**src/fcit_pkg.sv**
```systemverilog
// constants and types shared by the instruction sequencer and its decoder
// assumes one system clock; program memory answers a fetch within the same machine cycle
package fcit_pkg;

  localparam int unsigned CLK_PER_MC = 4;
  localparam logic [1:0] PHASE_FETCH = 2'h0;
  localparam logic [1:0] PHASE_LAST = 2'h3;
  localparam logic [7:0] PC_STEP = 8'h01;

  // status word bit positions
  localparam int unsigned PSW_CY = 7;
  localparam int unsigned PSW_AC = 6;
  localparam int unsigned PSW_OV = 2;
  localparam logic [2:0] FLAGS_RST = 3'h0;
  localparam logic [15:0] PC_RST = 16'h0000;

  // opcodes with their own timing or flag effect
  localparam logic [7:0] OP_AJMP_LOW = 8'h01;
  localparam logic [7:0] OP_ACALL_LOW = 8'h11;
  localparam logic [7:0] OP_CJNE_DIR = 8'hB5;
  localparam logic [7:0] OP_ANL_DIR_IMM = 8'h53;
  localparam logic [7:0] OP_DIV = 8'h84;
  localparam logic [7:0] OP_MUL = 8'hA4;
  localparam logic [7:0] OP_DEC_PTR = 8'hA5;
  localparam logic [7:0] OP_DA = 8'hD4;
  localparam logic [7:0] OP_RRC = 8'h13;
  localparam logic [7:0] OP_RLC = 8'h33;
  localparam logic [7:0] OP_CLR_C = 8'hC3;
  localparam logic [7:0] OP_SETB_C = 8'hD3;
  localparam logic [7:0] OP_CPL_C = 8'hB3;
  localparam logic [7:0] OP_ANL_C = 8'h82;
  localparam logic [7:0] OP_ANL_NC = 8'hB0;
  localparam logic [7:0] OP_ORL_C = 8'h72;
  localparam logic [7:0] OP_ORL_NC = 8'hA0;
  localparam logic [7:0] OP_MOV_C = 8'hA2;
  localparam logic [7:0] OP_DJNZ_DIR = 8'hD5;
  localparam logic [2:0] DIVMUL_CYCLES = 3'h5;
  localparam logic [2:0] DEC_PTR_CYCLES = 3'h2;

  typedef enum logic [4:0] {
    FC_NONE, FC_ADD, FC_ADDC, FC_SUBB, FC_MUL, FC_DIV, FC_DA, FC_RRC, FC_RLC,
    FC_CLR, FC_SET, FC_CPL, FC_ANL, FC_ANLN, FC_ORL, FC_ORLN, FC_MOV, FC_CJNE
  } fcit_flag_e;

endpackage : fcit_pkg

```
**src/fcit_dec_if.sv**
```systemverilog
// carries one opcode to the decoder and its timing and flag class back
// assumes the decoder is purely combinational
`timescale 1ns/1ps
interface fcit_dec_if;
  logic [7:0] opcode;
  logic [1:0] bytes;
  logic [2:0] cycles;
  logic is_abs;
  logic branch;
  logic [4:0] flag_cls;

  modport dec (input opcode, output bytes, output cycles, output is_abs, output branch, output flag_cls);
  modport seq (output opcode, input bytes, input cycles, input is_abs, input branch, input flag_cls);
endinterface : fcit_dec_if

```
**src/fcit_decode.sv**
```systemverilog
// opcode to length, machine cycle count and flag class
// assumes the opcode is stable while the sequencer looks at the answer
`timescale 1ns/1ps
module fcit_decode (
  fcit_dec_if.dec d
);

  logic [7:0] op;
  fcit_pkg::fcit_flag_e cls;

  assign op = d.opcode;

  always_comb begin
    d.is_abs = (op[3:0] == fcit_pkg::OP_AJMP_LOW[3:0]);
    // byte length
    if (d.is_abs) begin
      d.bytes = 2'h2;
    end else if (op == 8'h02 || op == 8'h12 || op == 8'h10 || op == 8'h20 || op == 8'h30 ||
                 op == 8'h43 || op == fcit_pkg::OP_ANL_DIR_IMM || op == 8'h63 || op == 8'h75 ||
                 op == 8'h85 || op == 8'h90 || op[7:4] == 4'hB && op[3:2] != 2'h0 ||
                 op == 8'hB4 || op == fcit_pkg::OP_DJNZ_DIR) begin
      d.bytes = 2'h3;
    end else if (op == 8'h40 || op == 8'h50 || op == 8'h60 || op == 8'h70 || op == 8'h80 ||
                 op == 8'h05 || op == 8'h15 || op[7:4] >= 4'h2 && op[7:4] <= 4'h6 && op[3:1] == 3'h2 ||
                 op == 8'h74 || op == 8'h94 || op == 8'h95 || op == 8'h42 || op == 8'h52 ||
                 op == 8'h62 || op == 8'h72 || op == 8'h82 || op == 8'h92 || op == 8'hA0 ||
                 op == 8'hA2 || op == 8'hB0 || op == 8'hB2 || op == 8'hC2 || op == 8'hD2 ||
                 op == 8'h86 || op == 8'h87 || op[7:3] == 5'h11 || op == 8'h76 || op == 8'h77 ||
                 op[7:3] == 5'h0F || op == 8'hA6 || op == 8'hA7 || op[7:3] == 5'h15 ||
                 op == 8'hC0 || op == 8'hD0 || op == 8'hC5 || op == 8'hE5 || op == 8'hF5 ||
                 op[7:3] == 5'h1B) begin
      d.bytes = 2'h2;
    end else begin
      d.bytes = 2'h1;
    end
    // jumps and calls need one more cycle to form the target
    d.branch = d.is_abs || op == 8'h02 || op == 8'h12 || op == 8'h22 || op == 8'h32 ||
               op == 8'h73 || op[7:4] <= 4'h8 && op[3:0] == 4'h0 && op != 8'h00 ||
               op[7:4] == 4'hB && op[3:2] != 2'h0 || op == 8'hB4 ||
               op == fcit_pkg::OP_DJNZ_DIR || op[7:3] == 5'h1B;
    if (op == fcit_pkg::OP_DIV || op == fcit_pkg::OP_MUL) begin
      d.cycles = fcit_pkg::DIVMUL_CYCLES;
    end else if (op == fcit_pkg::OP_DEC_PTR) begin
      d.cycles = fcit_pkg::DEC_PTR_CYCLES;
    end else begin
      d.cycles = {1'b0, d.bytes} + {2'h0, d.branch};
    end
    // flag class
    if (op[7:4] == 4'h2 && op[3:0] >= 4'h4) begin
      cls = fcit_pkg::FC_ADD;
    end else if (op[7:4] == 4'h3 && op[3:0] >= 4'h4) begin
      cls = fcit_pkg::FC_ADDC;
    end else if (op[7:4] == 4'h9 && op[3:0] >= 4'h4) begin
      cls = fcit_pkg::FC_SUBB;
    end else if (op == fcit_pkg::OP_MUL) begin
      cls = fcit_pkg::FC_MUL;
    end else if (op == fcit_pkg::OP_DIV) begin
      cls = fcit_pkg::FC_DIV;
    end else if (op == fcit_pkg::OP_DA) begin
      cls = fcit_pkg::FC_DA;
    end else if (op == fcit_pkg::OP_RRC) begin
      cls = fcit_pkg::FC_RRC;
    end else if (op == fcit_pkg::OP_RLC) begin
      cls = fcit_pkg::FC_RLC;
    end else if (op == fcit_pkg::OP_CLR_C) begin
      cls = fcit_pkg::FC_CLR;
    end else if (op == fcit_pkg::OP_SETB_C) begin
      cls = fcit_pkg::FC_SET;
    end else if (op == fcit_pkg::OP_CPL_C) begin
      cls = fcit_pkg::FC_CPL;
    end else if (op == fcit_pkg::OP_ANL_C) begin
      cls = fcit_pkg::FC_ANL;
    end else if (op == fcit_pkg::OP_ANL_NC) begin
      cls = fcit_pkg::FC_ANLN;
    end else if (op == fcit_pkg::OP_ORL_C) begin
      cls = fcit_pkg::FC_ORL;
    end else if (op == fcit_pkg::OP_ORL_NC) begin
      cls = fcit_pkg::FC_ORLN;
    end else if (op == fcit_pkg::OP_MOV_C) begin
      cls = fcit_pkg::FC_MOV;
    end else if (op[7:4] == 4'hB && op[3:2] != 2'h0) begin
      cls = fcit_pkg::FC_CJNE;
    end else begin
      cls = fcit_pkg::FC_NONE;
    end
    d.flag_cls = cls;
  end

endmodule : fcit_decode

```
**src/fcit_core.sv**
```systemverilog
// instruction fetch sequencer and flag unit of the four-clock core
// assumes program memory presents the fetched byte on fetch_data_i by the last clock of the machine cycle
// and that the execute path presents its operands on the last clock of the instruction
`timescale 1ns/1ps
module fcit_core (
  // clock and reset
  input wire logic clk_sys_i,
  input wire logic rstn_i,
  // program memory
  output logic fetch_req_o,
  output logic [15:0] fetch_addr_o,
  input wire logic [7:0] fetch_data_i,
  // execute operands
  input wire logic [7:0] acc_i,
  input wire logic [7:0] src_i,
  input wire logic [7:0] b_i,
  input wire logic bit_i,
  input wire logic take_i,
  input wire logic [15:0] target_i,
  input wire logic psw_wr_i,
  input wire logic [7:0] psw_wdata_i,
  // status
  output logic cy_o,
  output logic ac_o,
  output logic ov_o,
  output logic [7:0] opcode_o,
  output logic instr_done_o,
  output logic [4:0] instr_clocks_o
);

  fcit_dec_if dif ();

  fcit_decode u_decode (
    .d(dif.dec)
  );

  logic [1:0] phase, next_phase;
  logic [2:0] mc_cnt, next_mc_cnt;
  logic [15:0] pc, next_pc;
  logic [7:0] opcode, next_opcode;
  logic [7:0] operand1, next_operand1;
  logic cy, next_cy;
  logic ac, next_ac;
  logic ov, next_ov;
  logic done, next_done;
  logic [4:0] clocks, next_clocks;
  logic fetch_cycle;
  logic last_clk;
  logic instr_end;
  logic [8:0] sum;
  logic sum_c3;
  logic sum_c6;
  logic [15:0] prod;
  logic [8:0] da_val;
  fcit_pkg::fcit_flag_e cls;

  // eight-bit add with carry in; subtraction uses the inverted operand and borrow
  // result is {carry out of bit 3, carry out of bit 6, nine-bit sum}
  function automatic logic [10:0] add8(input logic [7:0] a, input logic [7:0] b, input logic cin);
    logic [4:0] lo;
    logic [7:0] mid;
    logic [8:0] full;
    lo = {1'b0, a[3:0]} + {1'b0, b[3:0]} + {4'h0, cin};
    mid = {1'b0, a[6:0]} + {1'b0, b[6:0]} + {7'h00, cin};
    full = {1'b0, a} + {1'b0, b} + {8'h00, cin};
    add8 = {lo[4], mid[7], full};
  endfunction : add8

  assign dif.opcode = (mc_cnt == 3'h0) ? fetch_data_i : opcode;
  assign cls = fcit_pkg::fcit_flag_e'(dif.flag_cls);
  assign last_clk = (phase == fcit_pkg::PHASE_LAST);
  // the opcode cycle always fetches; later cycles fetch only while bytes remain
  assign fetch_cycle = (mc_cnt == 3'h0) || (mc_cnt < {1'b0, dif.bytes});
  assign instr_end = last_clk && (mc_cnt + 3'h1 == dif.cycles);

  // arithmetic for the flag unit
  always_comb begin
    logic [10:0] r;
    r = 11'h000;
    if (cls == fcit_pkg::FC_SUBB) begin
      r = add8(acc_i, ~src_i, ~cy);
    end else begin
      r = add8(acc_i, src_i, (cls == fcit_pkg::FC_ADDC) ? cy : 1'b0);
    end
    sum = r[8:0];
    sum_c6 = r[9];
    sum_c3 = r[10];
    prod = {8'h00, acc_i} * {8'h00, b_i};
    da_val = {1'b0, acc_i};
    if (acc_i[3:0] > 4'h9 || ac) begin
      da_val = da_val + 9'h006;
    end
    if (da_val[7:4] > 4'h9 || cy || da_val[8]) begin
      da_val = da_val + 9'h060;
    end
  end

  // machine cycle sequencing
  always_comb begin
    next_phase = phase + 2'h1;
    next_mc_cnt = mc_cnt;
    next_pc = pc;
    next_opcode = opcode;
    next_operand1 = operand1;
    next_done = 1'b0;
    next_clocks = clocks;
    if (last_clk) begin
      if (fetch_cycle) begin
        next_pc = pc + {8'h00, fcit_pkg::PC_STEP};
        if (mc_cnt == 3'h0) begin
          next_opcode = fetch_data_i;
        end else if (mc_cnt == 3'h1) begin
          next_operand1 = fetch_data_i;
        end
      end else if (dif.branch && mc_cnt + 3'h1 == dif.cycles) begin
        // destination formed in the extra cycle, before the next opcode fetch
        if (dif.is_abs) begin
          next_pc = {pc[15:11], opcode[7:5], operand1};
        end else if (take_i) begin
          next_pc = target_i;
        end
      end
      if (instr_end) begin
        next_mc_cnt = 3'h0;
        next_done = 1'b1;
        next_clocks = 5'(dif.cycles * fcit_pkg::CLK_PER_MC);
      end else begin
        next_mc_cnt = mc_cnt + 3'h1;
      end
    end
  end

  // flag effects, applied when the instruction retires
  always_comb begin
    next_cy = cy;
    next_ac = ac;
    next_ov = ov;
    if (instr_end) begin
      case (cls)
        fcit_pkg::FC_ADD, fcit_pkg::FC_ADDC: begin
          next_cy = sum[8];
          next_ac = sum_c3;
          next_ov = sum[8] ^ sum_c6;
        end
        fcit_pkg::FC_SUBB: begin
          // inverted operand: borrow is the missing carry
          next_cy = ~sum[8];
          next_ac = ~sum_c3;
          next_ov = sum[8] ^ sum_c6;
        end
        fcit_pkg::FC_MUL: begin
          next_cy = 1'b0;
          next_ov = (prod[15:8] != 8'h00);
        end
        fcit_pkg::FC_DIV: begin
          next_cy = 1'b0;
          next_ov = (b_i == 8'h00);
        end
        fcit_pkg::FC_DA: next_cy = cy | da_val[8];
        fcit_pkg::FC_RRC: next_cy = acc_i[0];
        fcit_pkg::FC_RLC: next_cy = acc_i[7];
        fcit_pkg::FC_CLR: next_cy = 1'b0;
        fcit_pkg::FC_SET: next_cy = 1'b1;
        fcit_pkg::FC_CPL: next_cy = ~cy;
        fcit_pkg::FC_ANL: next_cy = cy & bit_i;
        fcit_pkg::FC_ANLN: next_cy = cy & ~bit_i;
        fcit_pkg::FC_ORL: next_cy = cy | bit_i;
        fcit_pkg::FC_ORLN: next_cy = cy | ~bit_i;
        fcit_pkg::FC_MOV: next_cy = bit_i;
        fcit_pkg::FC_CJNE: next_cy = (acc_i < src_i);
        default: begin
          // direct status word writes are the only other source
          if (psw_wr_i) begin
            next_cy = psw_wdata_i[fcit_pkg::PSW_CY];
            next_ac = psw_wdata_i[fcit_pkg::PSW_AC];
            next_ov = psw_wdata_i[fcit_pkg::PSW_OV];
          end
        end
      endcase
    end else if (psw_wr_i) begin
      next_cy = psw_wdata_i[fcit_pkg::PSW_CY];
      next_ac = psw_wdata_i[fcit_pkg::PSW_AC];
      next_ov = psw_wdata_i[fcit_pkg::PSW_OV];
    end
  end

  always_ff @(posedge clk_sys_i or negedge rstn_i) begin
    if (!rstn_i) begin
      phase <= fcit_pkg::PHASE_FETCH;
      mc_cnt <= 3'h0;
      pc <= fcit_pkg::PC_RST;
      opcode <= 8'h00;
      operand1 <= 8'h00;
      cy <= fcit_pkg::FLAGS_RST[2];
      ac <= fcit_pkg::FLAGS_RST[1];
      ov <= fcit_pkg::FLAGS_RST[0];
      done <= 1'b0;
      clocks <= 5'h00;
    end else begin
      phase <= next_phase;
      mc_cnt <= next_mc_cnt;
      pc <= next_pc;
      opcode <= next_opcode;
      operand1 <= next_operand1;
      cy <= next_cy;
      ac <= next_ac;
      ov <= next_ov;
      done <= next_done;
      clocks <= next_clocks;
    end
  end

  // one request, in the first clock of a fetching machine cycle only
  assign fetch_req_o = (phase == fcit_pkg::PHASE_FETCH) && fetch_cycle;
  assign fetch_addr_o = pc;
  assign cy_o = cy;
  assign ac_o = ac;
  assign ov_o = ov;
  assign opcode_o = opcode;
  assign instr_done_o = done;
  assign instr_clocks_o = clocks;

endmodule : fcit_core

```
**config.mk**
```make
export PLATFORM = sky130hd
export DESIGN_NAME = fcit_core
export DESIGN_NICKNAME = d
export VERILOG_FILES = /design/src/fcit_pkg.sv /design/src/fcit_dec_if.sv /design/src/fcit_decode.sv /design/src/fcit_core.sv
export SDC_FILE = /design/constraint.sdc
export NUM_CORES = 1
export LEC_CHECK = 0
export BUFFER_PORTS_ARGS = -buffer_cell sky130_fd_sc_hd__clkbuf_2
export CAP_MARGIN = 20
export CORE_MARGIN = 2
export CORE_UTILIZATION = 54
export DETAILED_ROUTE_END_ITERATION = 6
export PLACE_DENSITY = 0.76
export SYNTH_ARGS = -nofsm -noshare
export SYNTH_HDL_FRONTEND = slang
export SYNTH_SLANG_ARGS = --single-unit
```
**constraint.sdc**
```tcl
create_clock -name clk_sys_i -period 9.55 [get_ports clk_sys_i]
set_input_delay 0.955 -clock clk_sys_i [delete_from_list [all_inputs] [get_ports clk_sys_i]]
set_output_delay 0.955 -clock clk_sys_i [all_outputs]
set_load 0.01 [all_outputs]
```
Yosys cells after proc, flatten, opt, wreduce, memory -nomap -nowiden
Index checks and enable logic that the tools add are counted.
{ "totals": {"register_bits": 44, "latchBits": 0, "mem_bits_rw": 0, "rom_bits": 0, "out_inout_bits": 34, "memories": 0} }
{ "classes": {"n_addsub": 18, "mul": 1, "n_div": 0, "n_lt_le_gt_ge": 8, "eq_ne": 91, "shifts": 0, "muxes": 43, "bitwise_logic": 12, "reduce_logical": 96} }
{ "ops": {"columns": ["op", "count"], "rows": [
  ["8-bit equality test (second input constant)", 31],
  ["8-bit by 7-bit equality test with 1-bit output (second input constant)", 16],
  ["5-bit 2-to-1 mux", 17],
  ["1-bit logical OR", 65],
  ["16-bit 2-to-1 mux", 4],
  ["5-bit by 4-bit equality test with 1-bit output (second input constant)", 9],
  ["8-bit by 6-bit equality test with 1-bit output (second input constant)", 5],
  ["8-bit by 5-bit equality test with 1-bit output (second input constant)", 4],
  ["5-bit equality test (second input constant)", 5],
  ["5-bit by 3-bit equality test with 1-bit output (second input constant)", 4],
  ["8-bit by 8-bit adder with 9-bit output", 2],
  ["9-bit by 1-bit adder with 9-bit output", 2],
  ["9-bit 2-to-1 mux", 2],
  ["16-bit by 1-bit adder with 16-bit output (second input constant)", 1],
  ["7-bit by 7-bit adder with 8-bit output", 2],
  ["8-bit by 1-bit adder with 8-bit output", 2],
  ["8-bit by 8-bit multiplier with 16-bit output", 1],
  ["8-bit nonzero test", 2],
  ["1-bit one-hot mux with 14 select lines", 1],
  ["14-bit OR reduction", 1],
  ["12-bit OR reduction", 1],
  ["1-bit logical AND", 11],
  ["11-bit 2-to-1 mux", 1],
  ["4-bit by 4-bit adder with 5-bit output", 2],
  ["other kinds (48)", 78]
]} }

Depth between registers and ports, before layout
Gate-level depths: netlist of run 1.
{ "depth": {"ltp_word": 50, "mapped_depth": 23, "depth_no_buf": 19} }

Hierarchy
A second synthesis of run 1 with hierarchy kept.
{ "unflattened": {"cells_unflattened": 722, "hier_area_um2": 6002.0} }
{ "by_module_without_submodules": {"columns": ["mod", "n_inst", "cells_each", "area_each_um2"], "rows": [
  ["fcit_core", 1, 594, 5225.0],
  ["fcit_decode", 1, 128, 777.0]
]} }

Worst setup path before layout of run 1
OpenSTA, ideal clock, no wires.
{ "synth_path": {"path_kind": "input-to-reg", "from": "input port acc_i[1]", "to": "register ov (netlist: ov_o)", "setup_time_ps": 122, "arrival_time_ps": 4950, "setup_slack_ps": 4479, "cell_stages": 16, "n_path_buf": 0, "path_cell_list": "and2_1 > fa_1 > inv_1 > fa_1 > fa_1 > fa_1 > inv_1 > ha_1 > and3_1 > a21oi_1 > o21ai_0 > o41ai_1 > mux2i_1 > a41o_1 > nand4_1 > a32o_1"} }
{ "synth_between": {"elab_chain_cells": 6} }
{ "synth_rtl": {"columns": ["item", "line_no", "rtl"], "rows": [
  ["start, declared", "fcit_core.sv:14", "input wire logic [7:0] acc_i,"],
  ["branches (longest 4 deep; another with 8-bit by 8-bit multiplier with 16-bit output)", null, null],
  ["1-bit one-hot mux with 4 select lines *", "fcit_core.sv:139", "case (cls)"],
  ["1-bit 2-to-1 mux *", "fcit_core.sv:138", "if (instr_end) begin"],
  ["end signal, assigned", "fcit_core.sv:196", "ov <= fcit_pkg::FLAGS_RST[0];"],
  ["end signal, assigned", "fcit_core.sv:207", "ov <= next_ov;"],
  ["end, declared", "fcit_core.sv:44", "logic ov, next_ov;"]
]} }
Mark *: on every way between the ends.
A chain may end at the register's enable or synchronous reset.

Final worst setup path of run 1
{ "layout_path": {"from": "register mc_cnt[0]", "to": "output port fetch_req_o"} }
{ "layout_between": {"elab_chain_cells": 46} }
{ "layout_rtl": {"columns": ["item", "line_no", "rtl"], "rows": [
  ["start, declared", "fcit_core.sv:38", "logic [2:0] mc_cnt, next_mc_cnt;"],
  ["start signal, assigned", "fcit_core.sv:201", "mc_cnt <= next_mc_cnt;"],
  ["3-bit logical NOT", "fcit_core.sv:69, fcit_core.sv:73", null],
  ["8-bit 2-to-1 mux", null, null],
  ["8-bit by 7-bit equality test with 1-bit output", "fcit_decode.sv:23", "end else if (op == 8'h40 || op == 8'h50 || op == 8'h60 || op == 8'h70 || op == 8'h80 ||"],
  ["1-bit logical OR (5 in series)", "fcit_decode.sv:23", null],
  ["1-bit logical OR (3 in series)", "fcit_decode.sv:24", "op == 8'h05 || op == 8'h15 || op[7:4] >= 4'h2 && op[7:4] <= 4'h6 && op[3:1] == 3'h2 ||"],
  ["1-bit logical OR (5 in series)", "fcit_decode.sv:25", "op == 8'h74 || op == 8'h94 || op == 8'h95 || op == 8'h42 || op == 8'h52 ||"],
  ["1-bit logical OR (5 in series)", "fcit_decode.sv:26", "op == 8'h62 || op == 8'h72 || op == 8'h82 || op == 8'h92 || op == 8'hA0 ||"],
  ["1-bit logical OR (5 in series)", "fcit_decode.sv:27", "op == 8'hA2 || op == 8'hB0 || op == 8'hB2 || op == 8'hC2 || op == 8'hD2 ||"],
  ["1-bit logical OR (5 in series)", "fcit_decode.sv:28", "op == 8'h86 || op == 8'h87 || op[7:3] == 5'h11 || op == 8'h76 || op == 8'h77 ||"],
  ["1-bit logical OR (4 in series)", "fcit_decode.sv:29", "op[7:3] == 5'h0F || op == 8'hA6 || op == 8'hA7 || op[7:3] == 5'h15 ||"],
  ["1-bit logical OR (5 in series)", "fcit_decode.sv:30", "op == 8'hC0 || op == 8'hD0 || op == 8'hC5 || op == 8'hE5 || op == 8'hF5 ||"],
  ["2-bit 2-to-1 mux", "fcit_decode.sv:23", null],
  ["2-bit 2-to-1 mux", "fcit_decode.sv:18", "end else if (op == 8'h02 || op == 8'h12 || op == 8'h10 || op == 8'h20 || op == 8'h30 ||"],
  ["2-bit 2-to-1 mux", "fcit_decode.sv:16", "if (d.is_abs) begin"],
  ["3-bit by 2-bit < comparator with 1-bit output", "fcit_core.sv:73", "assign fetch_cycle = (mc_cnt == 3'h0) || (mc_cnt < {1'b0, dif.bytes});"],
  ["1-bit logical OR *", "fcit_core.sv:73", null],
  ["1-bit logical AND *", "fcit_core.sv:214", "assign fetch_req_o = (phase == fcit_pkg::PHASE_FETCH) && fetch_cycle;"],
  ["end, declared", "fcit_core.sv:10", "output logic fetch_req_o,"]
]} }
Every way passes the cells marked *; elsewhere a longest branch is shown, timed or not.

==> out/qor.yml, run 1 <==
run_status:
  status: "finished, final reports clean"
timing:
  finalSetupTns_ns: 0
  maxSlewHeadroom: 0.286
  timing_hold_violations_final: 0
  rsz0062_at_grt: "false"
  report.final.setup_viol: 0
  maxSlewViolCount: 0
  clock_skew_ns: 0.0102
  timing.final.crit_share: 0.658
  timing.fmax_ghz: 0.159
  worst_pin_slew_ns: 1.07
  min_period_ns: 6.28
finish:
  seq_area_sq_mm: 0.00110
  syn2layout_area_growth_pct: 10.6
  multi_input_area_sq_mm: 0.00462
  layout.cells.non_filler: 960
  nets: 971
  drive_gt1_frac: 0.154
  n_fill_cell: 1052
  num_antenna_cells: 0
  final_util: 0.605
cts:
  insertion_delay_ns: 0.29
  htreeDepth: 2
  clkTransAtPathRegs_ns: 0.06
  root_buffer: "clkbuf_16"
  postCtsSetupBuffers: 0
  cts_max_path_buffers: 2
  cts_buffers: 5
  cts_tree: "yes"
  ctsHoldBuffers: 0
  ctsResizeCount: 0
  cts.sinks: 44
drt:
  via_per_inst: 6.30
  drc_errors: 0
  avgRoutedWirePerCell_um: 17.5
  drt_pass1_iterations: 5
  num_vias: 6049
  dr.first_iter.drc_count: 584
  drt_wl_total_um: 16800
  antenna_left: 0
global_routing:
  first_global_vias: 5778
  grt_overflow: 0
  antenna_found_initial: 0
  grt_pass1_wl_um: 28000
  grt_max_degree: 45
  grtUsageTotal: 0.272
floorplanning:
  die_y_um: 111
  dieArea_sq_mm: 0.0123
  num_rows: 39
  initial_utilization: 0.547
  coreArea_sq_mm: 0.0113
  die-width_um: 111
  io_pins: 95
synthesis:
  synth_cell_type_count: 84
  synth_top_area_frac: 0.178
  synth-seq-area-share: 0.178
  syn_inst: 746
  syn-mean-instance-area_sq_um: 8.29
  syn_area_sq_mm: 0.00619
  yosysWarnings: 0
  yosys.area.top_type: "dfrtp_1"
  synthTopCellsByArea: "dfrtp_1, ha_1, fa_1"
  synth-seq-cells: 44
  synth_edf_count: 0
  async_flop_share: 1.00
  ys.flop_type: "dfrtp_1"
critical_path:
  worstPathRequired_ns: 8.60
  critical_path_arrival_ns: 5.33
  cp-end-kind: "output port"
  startpoint_type: "register"
  path_class: "reg -> out"
  cp_max_fo: 28
hold_path:
  hp-class: "reg -> reg"
pwr:
  p_leak_nw: 3.28
  peakVddDrop_mv: 0.174
  power.density_mw_per_mm2: 283
placement:
  dp_cells: 951
  hpwl_um: 13000
  gp_congestion: 0.954
  io_buffer_count: 87
flow_run:
  max-cap-violations: 0
critical path, cell delays in order (launching register included):
cell and delay [ns]:
dfrtp_1 0.46, inv_1 0.14, ha_1 0.48, and2b_1 0.78
mux2_2 0.49, nor2_1 0.35, a211o_1 0.19, a221o_1 0.28
nor2_1 0.11, o2111ai_1 0.13, inv_1 0.07, ha_1 0.22
nor3_1 0.21, nand4_1 0.19, o21ai_4 0.59, and2_1 0.22
clkbuf_2 0.13
placed cells by master, fill, tap and decap left out, types with 4 or more instances in the layout:
cell type  count
dfrtp_1       44
o22a_1        10
nor2_1        43
nand3_1       23
a21o_1         6
o21bai_1       7
fa_1          35
a31oi_1       14
a21oi_1       51
a22oi_1       10
nand2b_1       5
o31ai_1        5
o21a_1         5
nand2_1       70
a31o_2         6
nor4_1         9
mux2_1         8
nor2b_1        4
clkbuf_2      87
o21ai_0       25
a32oi_1        9
o211ai_1       7
clkbuf_16      5
nand4_1        6
and3_1         9
o22ai_1        4
mux2_2         6
ha_1          59
nor3_1        10
mux2i_1       12
a211oi_1       5
and2_1        54
inv_1         80
layout make-up:
class                   instances  area share
flip-flops and latches         44       0.161
well taps                     143      0.0261
clock inverters                 3     0.00676
repair buffers                 91      0.0687
multi-input cells             593       0.675
inverters                      81      0.0444
clock buffers                   5      0.0183
cells in the mapped netlist (all sizes together), types with 3 or more instances:
| cell type | number |
|---|---|
| inv | 81 |
| nand2 | 70 |
| ha | 59 |
| and2 | 55 |
| a21oi | 51 |
| dfrtp | 44 |
| nor2 | 43 |
| fa | 35 |
| o21ai | 29 |
| nand3 | 24 |
| buf | 21 |
| a31oi | 15 |
| mux2 | 14 |
| mux2i | 14 |
| a22oi | 10 |
| a32oi | 10 |
| nor3 | 10 |
| nor4 | 10 |
| o22a | 10 |
| and3 | 9 |
| a31o | 8 |
| clkbuf | 8 |
| o211ai | 7 |
| o21bai | 7 |
| o31ai | 7 |
| a21o | 6 |
| nand4 | 6 |
| a211oi | 5 |
| nand2b | 5 |
| o21a | 5 |
| and4bb | 4 |
| nor2b | 4 |
| o22ai | 4 |
| a32o | 3 |
| a41o | 3 |
| nor4b | 3 |
| nor4bb | 3 |
| o2111ai | 3 |
| o31a | 3 |
| xor2 | 3 |
kinds of logic (layout without fill, tap and decap cells):
logic type,count (synthesis),in the layout,share of synthesized area
AO/OA/AOI/OAI,200,200,0.226
XOR/XNOR,4,4,0.00566
adder cells (fa/ha/maj),94,94,0.233
buffers and inverters,110,180,0.0760
flip-flops,44,44,0.178
multiplexers,28,28,0.0493
other,1,2,0.000606
AND/OR/NAND/NOR,265,265,0.232
metal layers:
metal  share of wire  wire length, um  GRT usage
met1            0.45             7610      0.396
met2            0.47             7870      0.439
met3           0.071             1200     0.0344
met4          0.0086              145     0.0560
met5               0                0          0
power by group:
group / total [W] / leakage (nW) / switching [W] / internal [W]
combinational: 0.00137 / 2.67 / 0.000846 / 0.000519
sequential: 0.000372 / 0.523 / 0.000109 / 0.000263
clock: 0.000201 / 0.0804 / 0.0000761 / 0.000124
total: 0.00194 / 3.28 / 0.00103 / 0.000906
stage by stage:
stage                     hold WS, ns  worst slack [ns]  area [sq um]  total power [W]
final                           0.467              3.27          6850          0.00194
after global routing            0.471              2.94          6850          0.00210
after CTS                       0.468              3.36          6830          0.00191
after detailed placement        0.455              3.51          6660          0.00171
after global placement          0.429              3.74          6660          0.00165
after floorplan                 0.418              4.48          6190          0.00138
state kept, by name, indices dropped and copies added, names as in the netlist:
register and cells:
fetch_addr_o 16, cy_o 1, ov_o 1, instr_clocks_o 3, ac_o 1, opcode_o 8, instr_done_o 1, operand1 8
mc_cnt 3, phase 2
worst paths after layout:
kind                                       startpoint                      endpoint  slack [ns]  cells after the start
worst max register to register  mc_cnt[0]$_DFFE_PN0N_   fetch_addr_o[4]$_DFFE_PN0P_        3.43                     18
max in group asynchronous                      rstn_i       opcode_o[1]$_DFFE_PN0P_        8.42                      2
worst max-delay path            mc_cnt[0]$_DFFE_PN0N_                   fetch_req_o        3.27                     16
worst min-delay path               phase[0]$_DFF_PN0_            phase[0]$_DFF_PN0_        0.47                      1
worst min register to register     phase[0]$_DFF_PN0_            phase[0]$_DFF_PN0_        0.47                      1
min in group asynchronous                      rstn_i  fetch_addr_o[14]$_DFFE_PN0P_        0.74                      2
Power figures use the tool's default switching activity.
==> run 2, diff against run 1 <==
PLACE_DENSITY = 0.79   (was 0.76)
clock period = 5.3 ns   (was 9.55 ns; I/O delays follow)
==> out/qor.yml, run 2 (synthesized netlist as in run 1, its figures left out) <==
drt:
  drc_errors: 0  # unchanged
  drt_pass1_iterations: 6  # was 5
  antenna_left: 0  # unchanged
  dr.first_iter.drc_count: 611  # was 584
  avgRoutedWirePerCell_um: 17.7  # was 17.5 um
  num_vias: 6113  # was 6049
  via_per_inst: 6.22  # was 6.30
  drt_wl_total_um: 17400  # was 16800 um
critical_path:
  ff2ff_path_depth: 16  # was 18
  worstPathRequired_ns: 5.51  # was 8.60 ns
  path_class: "reg -> reg"  # was reg -> out
  startpoint_type: "register"  # unchanged
  r2r_slack_ns: 0.34  # was 3.43 ns
  cp-end-kind: "register"  # was output port
  critical_path.most_common_cell: "ha_1"
  slowest_delay_ns: 0.62  # was 0.78 ns
  critical_path_arrival_ns: 5.17  # was 5.33 ns
  rr_startpoint: "mc_cnt[0]$_DFFE_PN0N_"  # unchanged
  worstPathCellList: "inv_1 > ha_1 > and2b_2 > o31ai_1 > nor2_1 > or4_1 > ha_1 > nand3b_1 > a41oi_1 > a211oi_1 > o21ai_0 > o2111ai_2 > inv_2 > a32o_1 > a21oi_1 > a31oi_1"  # was inv_1 > ha_1 > and2b_1 > mux2_2 > nor2_1 > a211o_1 > a221o_1 > nor2_1 > o2111ai_1 > inv_1 > ha_1 > nor3_1 > nand4_1 > o21ai_4 > and2_1 > clkbuf_2
  r2r_end: "fetch_addr_o[14]$_DFFE_PN0P_"  # was fetch_addr_o[4]$_DFFE_PN0P_
  crit_slowest_cell: "or4_1"  # was and2b_1
  cp_max_fo: 16  # was 28
global_routing:
  grt_pass1_wl_um: 29700  # was 28000 um
  first_global_vias: 6039  # was 5778
  antenna_found_initial: 0  # unchanged
  grt_overflow: 0  # unchanged
  grt_max_degree: 45  # unchanged
  grtUsageTotal: 0.289  # was 0.272
finish:
  n_fill_cell: 1000  # was 1052
  num_antenna_cells: 0  # unchanged
  final_util: 0.621  # was 0.605
  seq_area_sq_mm: 0.00110  # unchanged
  layout_common_cells: "clkbuf_2, inv_1, nand2_1"  # unchanged
  drive_gt1_frac: 0.180  # was 0.154
  syn2layout_area_growth_pct: 13.7  # was 10.6%
  multi_input_area_sq_mm: 0.00463  # was 0.00462 sq mm
  layout.cells.non_filler: 983  # was 960
  mostFrequentLayoutCell: "clkbuf_2"  # unchanged
  nets: 994  # was 971
  largest_reg_flops: 16  # unchanged
floorplanning:
  dieArea_sq_mm: 0.0123  # unchanged
  coreArea_sq_mm: 0.0113  # unchanged
  num_rows: 39  # unchanged
  initial_utilization: 0.547  # unchanged
  die_y_um: 111  # unchanged
  die-width_um: 111  # unchanged
  io_pins: 95  # unchanged
timing:
  timing_hold_violations_final: 0  # unchanged
  min_period_ns: 4.96
  holdWs_ns: 0.311  # was 0.467 ns
  finalSetupTns_ns: 0  # unchanged
  fin_ws_ns: 0.341  # was 3.27 ns
  clock_skew_ns: 0.00774  # was 0.0102 ns
  maxSlewViolCount: 0  # unchanged
  rsz0062_at_grt: "false"  # unchanged
  report.final.setup_viol: 0  # unchanged
  timing.fmax_ghz: 0.202
  maxSlewHeadroom: 0.265  # was 0.286
  timing.final.crit_share: 0.936
  worst_pin_slew_ns: 1.08  # was 1.07 ns
cts:
  insertion_delay_ns: 0.29  # about the same
  root_buffer: "clkbuf_16"  # unchanged
  htreeDepth: 2  # unchanged
  cts_tree: "yes"  # unchanged
  cts.sinks: 44  # unchanged
  cts_max_path_buffers: 2  # unchanged
  cts_buffers: 5  # unchanged
  clkTransAtPathRegs_ns: 0.06  # about the same
flow_run:
  max-cap-violations: 0  # unchanged
pwr:
  p_leak_nw: 3.38  # was 3.28 nW
  power.density_mw_per_mm2: 521  # was 283 mW/mm^2
  peakVddDrop_mv: 0.373  # was 0.174 mV
placement:
  io_buffer_count: 87  # unchanged
  dpl_worst_slack_ns: 0.233  # was 3.51 ns
  gp_congestion: 1.02  # was 0.954
  dp_cells: 975  # was 951
  hpwl_um: 13600  # was 13000 um
run_status:
  status: "finished, final reports clean"  # unchanged
hold_path:
  hp-class: "in -> async"  # was reg -> reg
-- run 2: cell count changes in the layout (fill, tap and decap cells not counted) --
cell	previous run	this run
buf_4	3	26
and2b_1	1	0
and2b_2	0	1
buf_12	0	1
dlymetal6s2s_1	1	0
o31ai_2	2	1
o31ai_4	0	1
-- run 2: critical path: cells and delay by family, from the launching register on --
kind / cells / cell delay, ns
compound gates: 8 / 2.05
simple gates: 4 / 1.41
fa+ha+maj: 2 / 0.60
flops: 1 / 0.48
buf+inv: 2 / 0.33
-- run 2: what timing repair did --
item,CTS,global route
resized for setup,0,2
hold buffers,0,0
buffers inserted,0,0
hold endpoints to repair,0,0
endpoints found under the setup margin,0,5
-- run 2: cell type report --
class                      instances  share of cell area
clock buffer                       5              0.0178
tap                              143              0.0254
inverter                          81              0.0432
multi-input combinational        593               0.658
clock inverter                     3             0.00658
sequential                        44               0.157
timing repair buffer             114              0.0925
-- run 2: per-stage QoR --
stage               total power [W]  area, sq um
floorplan                   0.00249         6190
global placement            0.00313         6850
detailed placement          0.00323         6850
CTS                         0.00362         7030
global route                0.00399         7040
finish                      0.00367         7040
-- run 2: worst max-delay path by stage --
stage / from / to / slack, ns
final: mc_cnt[0]$_DFFE_PN0N_ / fetch_addr_o[14]$_DFFE_PN0P_ / 0.34
after global routing: mc_cnt[0]$_DFFE_PN0N_ / fetch_addr_o[11]$_DFFE_PN0P_ / 0.07
after floorplan: acc_i[1] / ov_o$_DFFE_PN0P_ / 0.65
after global placement: b_i[4] / ov_o$_DFFE_PN0P_ / 0.28
after detailed placement: b_i[4] / ov_o$_DFFE_PN0P_ / 0.23
after CTS: mc_cnt[0]$_DFFE_PN0N_ / fetch_req_o / 0.36
-- run 2: power by group --
part	switching (W)	total (W)	internal (W)
registers	0.000183	0.000657	0.000475
clock network	0.000139	0.000363	0.000224
logic	0.00159	0.00264	0.00105
total	0.00192	0.00367	0.00175
-- run 2: routing by layer --
layer / wire length [um] / vias to the layer above / part of all wire / GRT usage
met1: 7820 / 2961 / 0.45 / 0.421
met5: 0 / - / 0 / 0
met4: 317 / 0 / 0.018 / 0.0840
li1: - / 2860 / - / -
met2: 7960 / 260 / 0.46 / 0.448
met3: 1260 / 32 / 0.072 / 0.0416
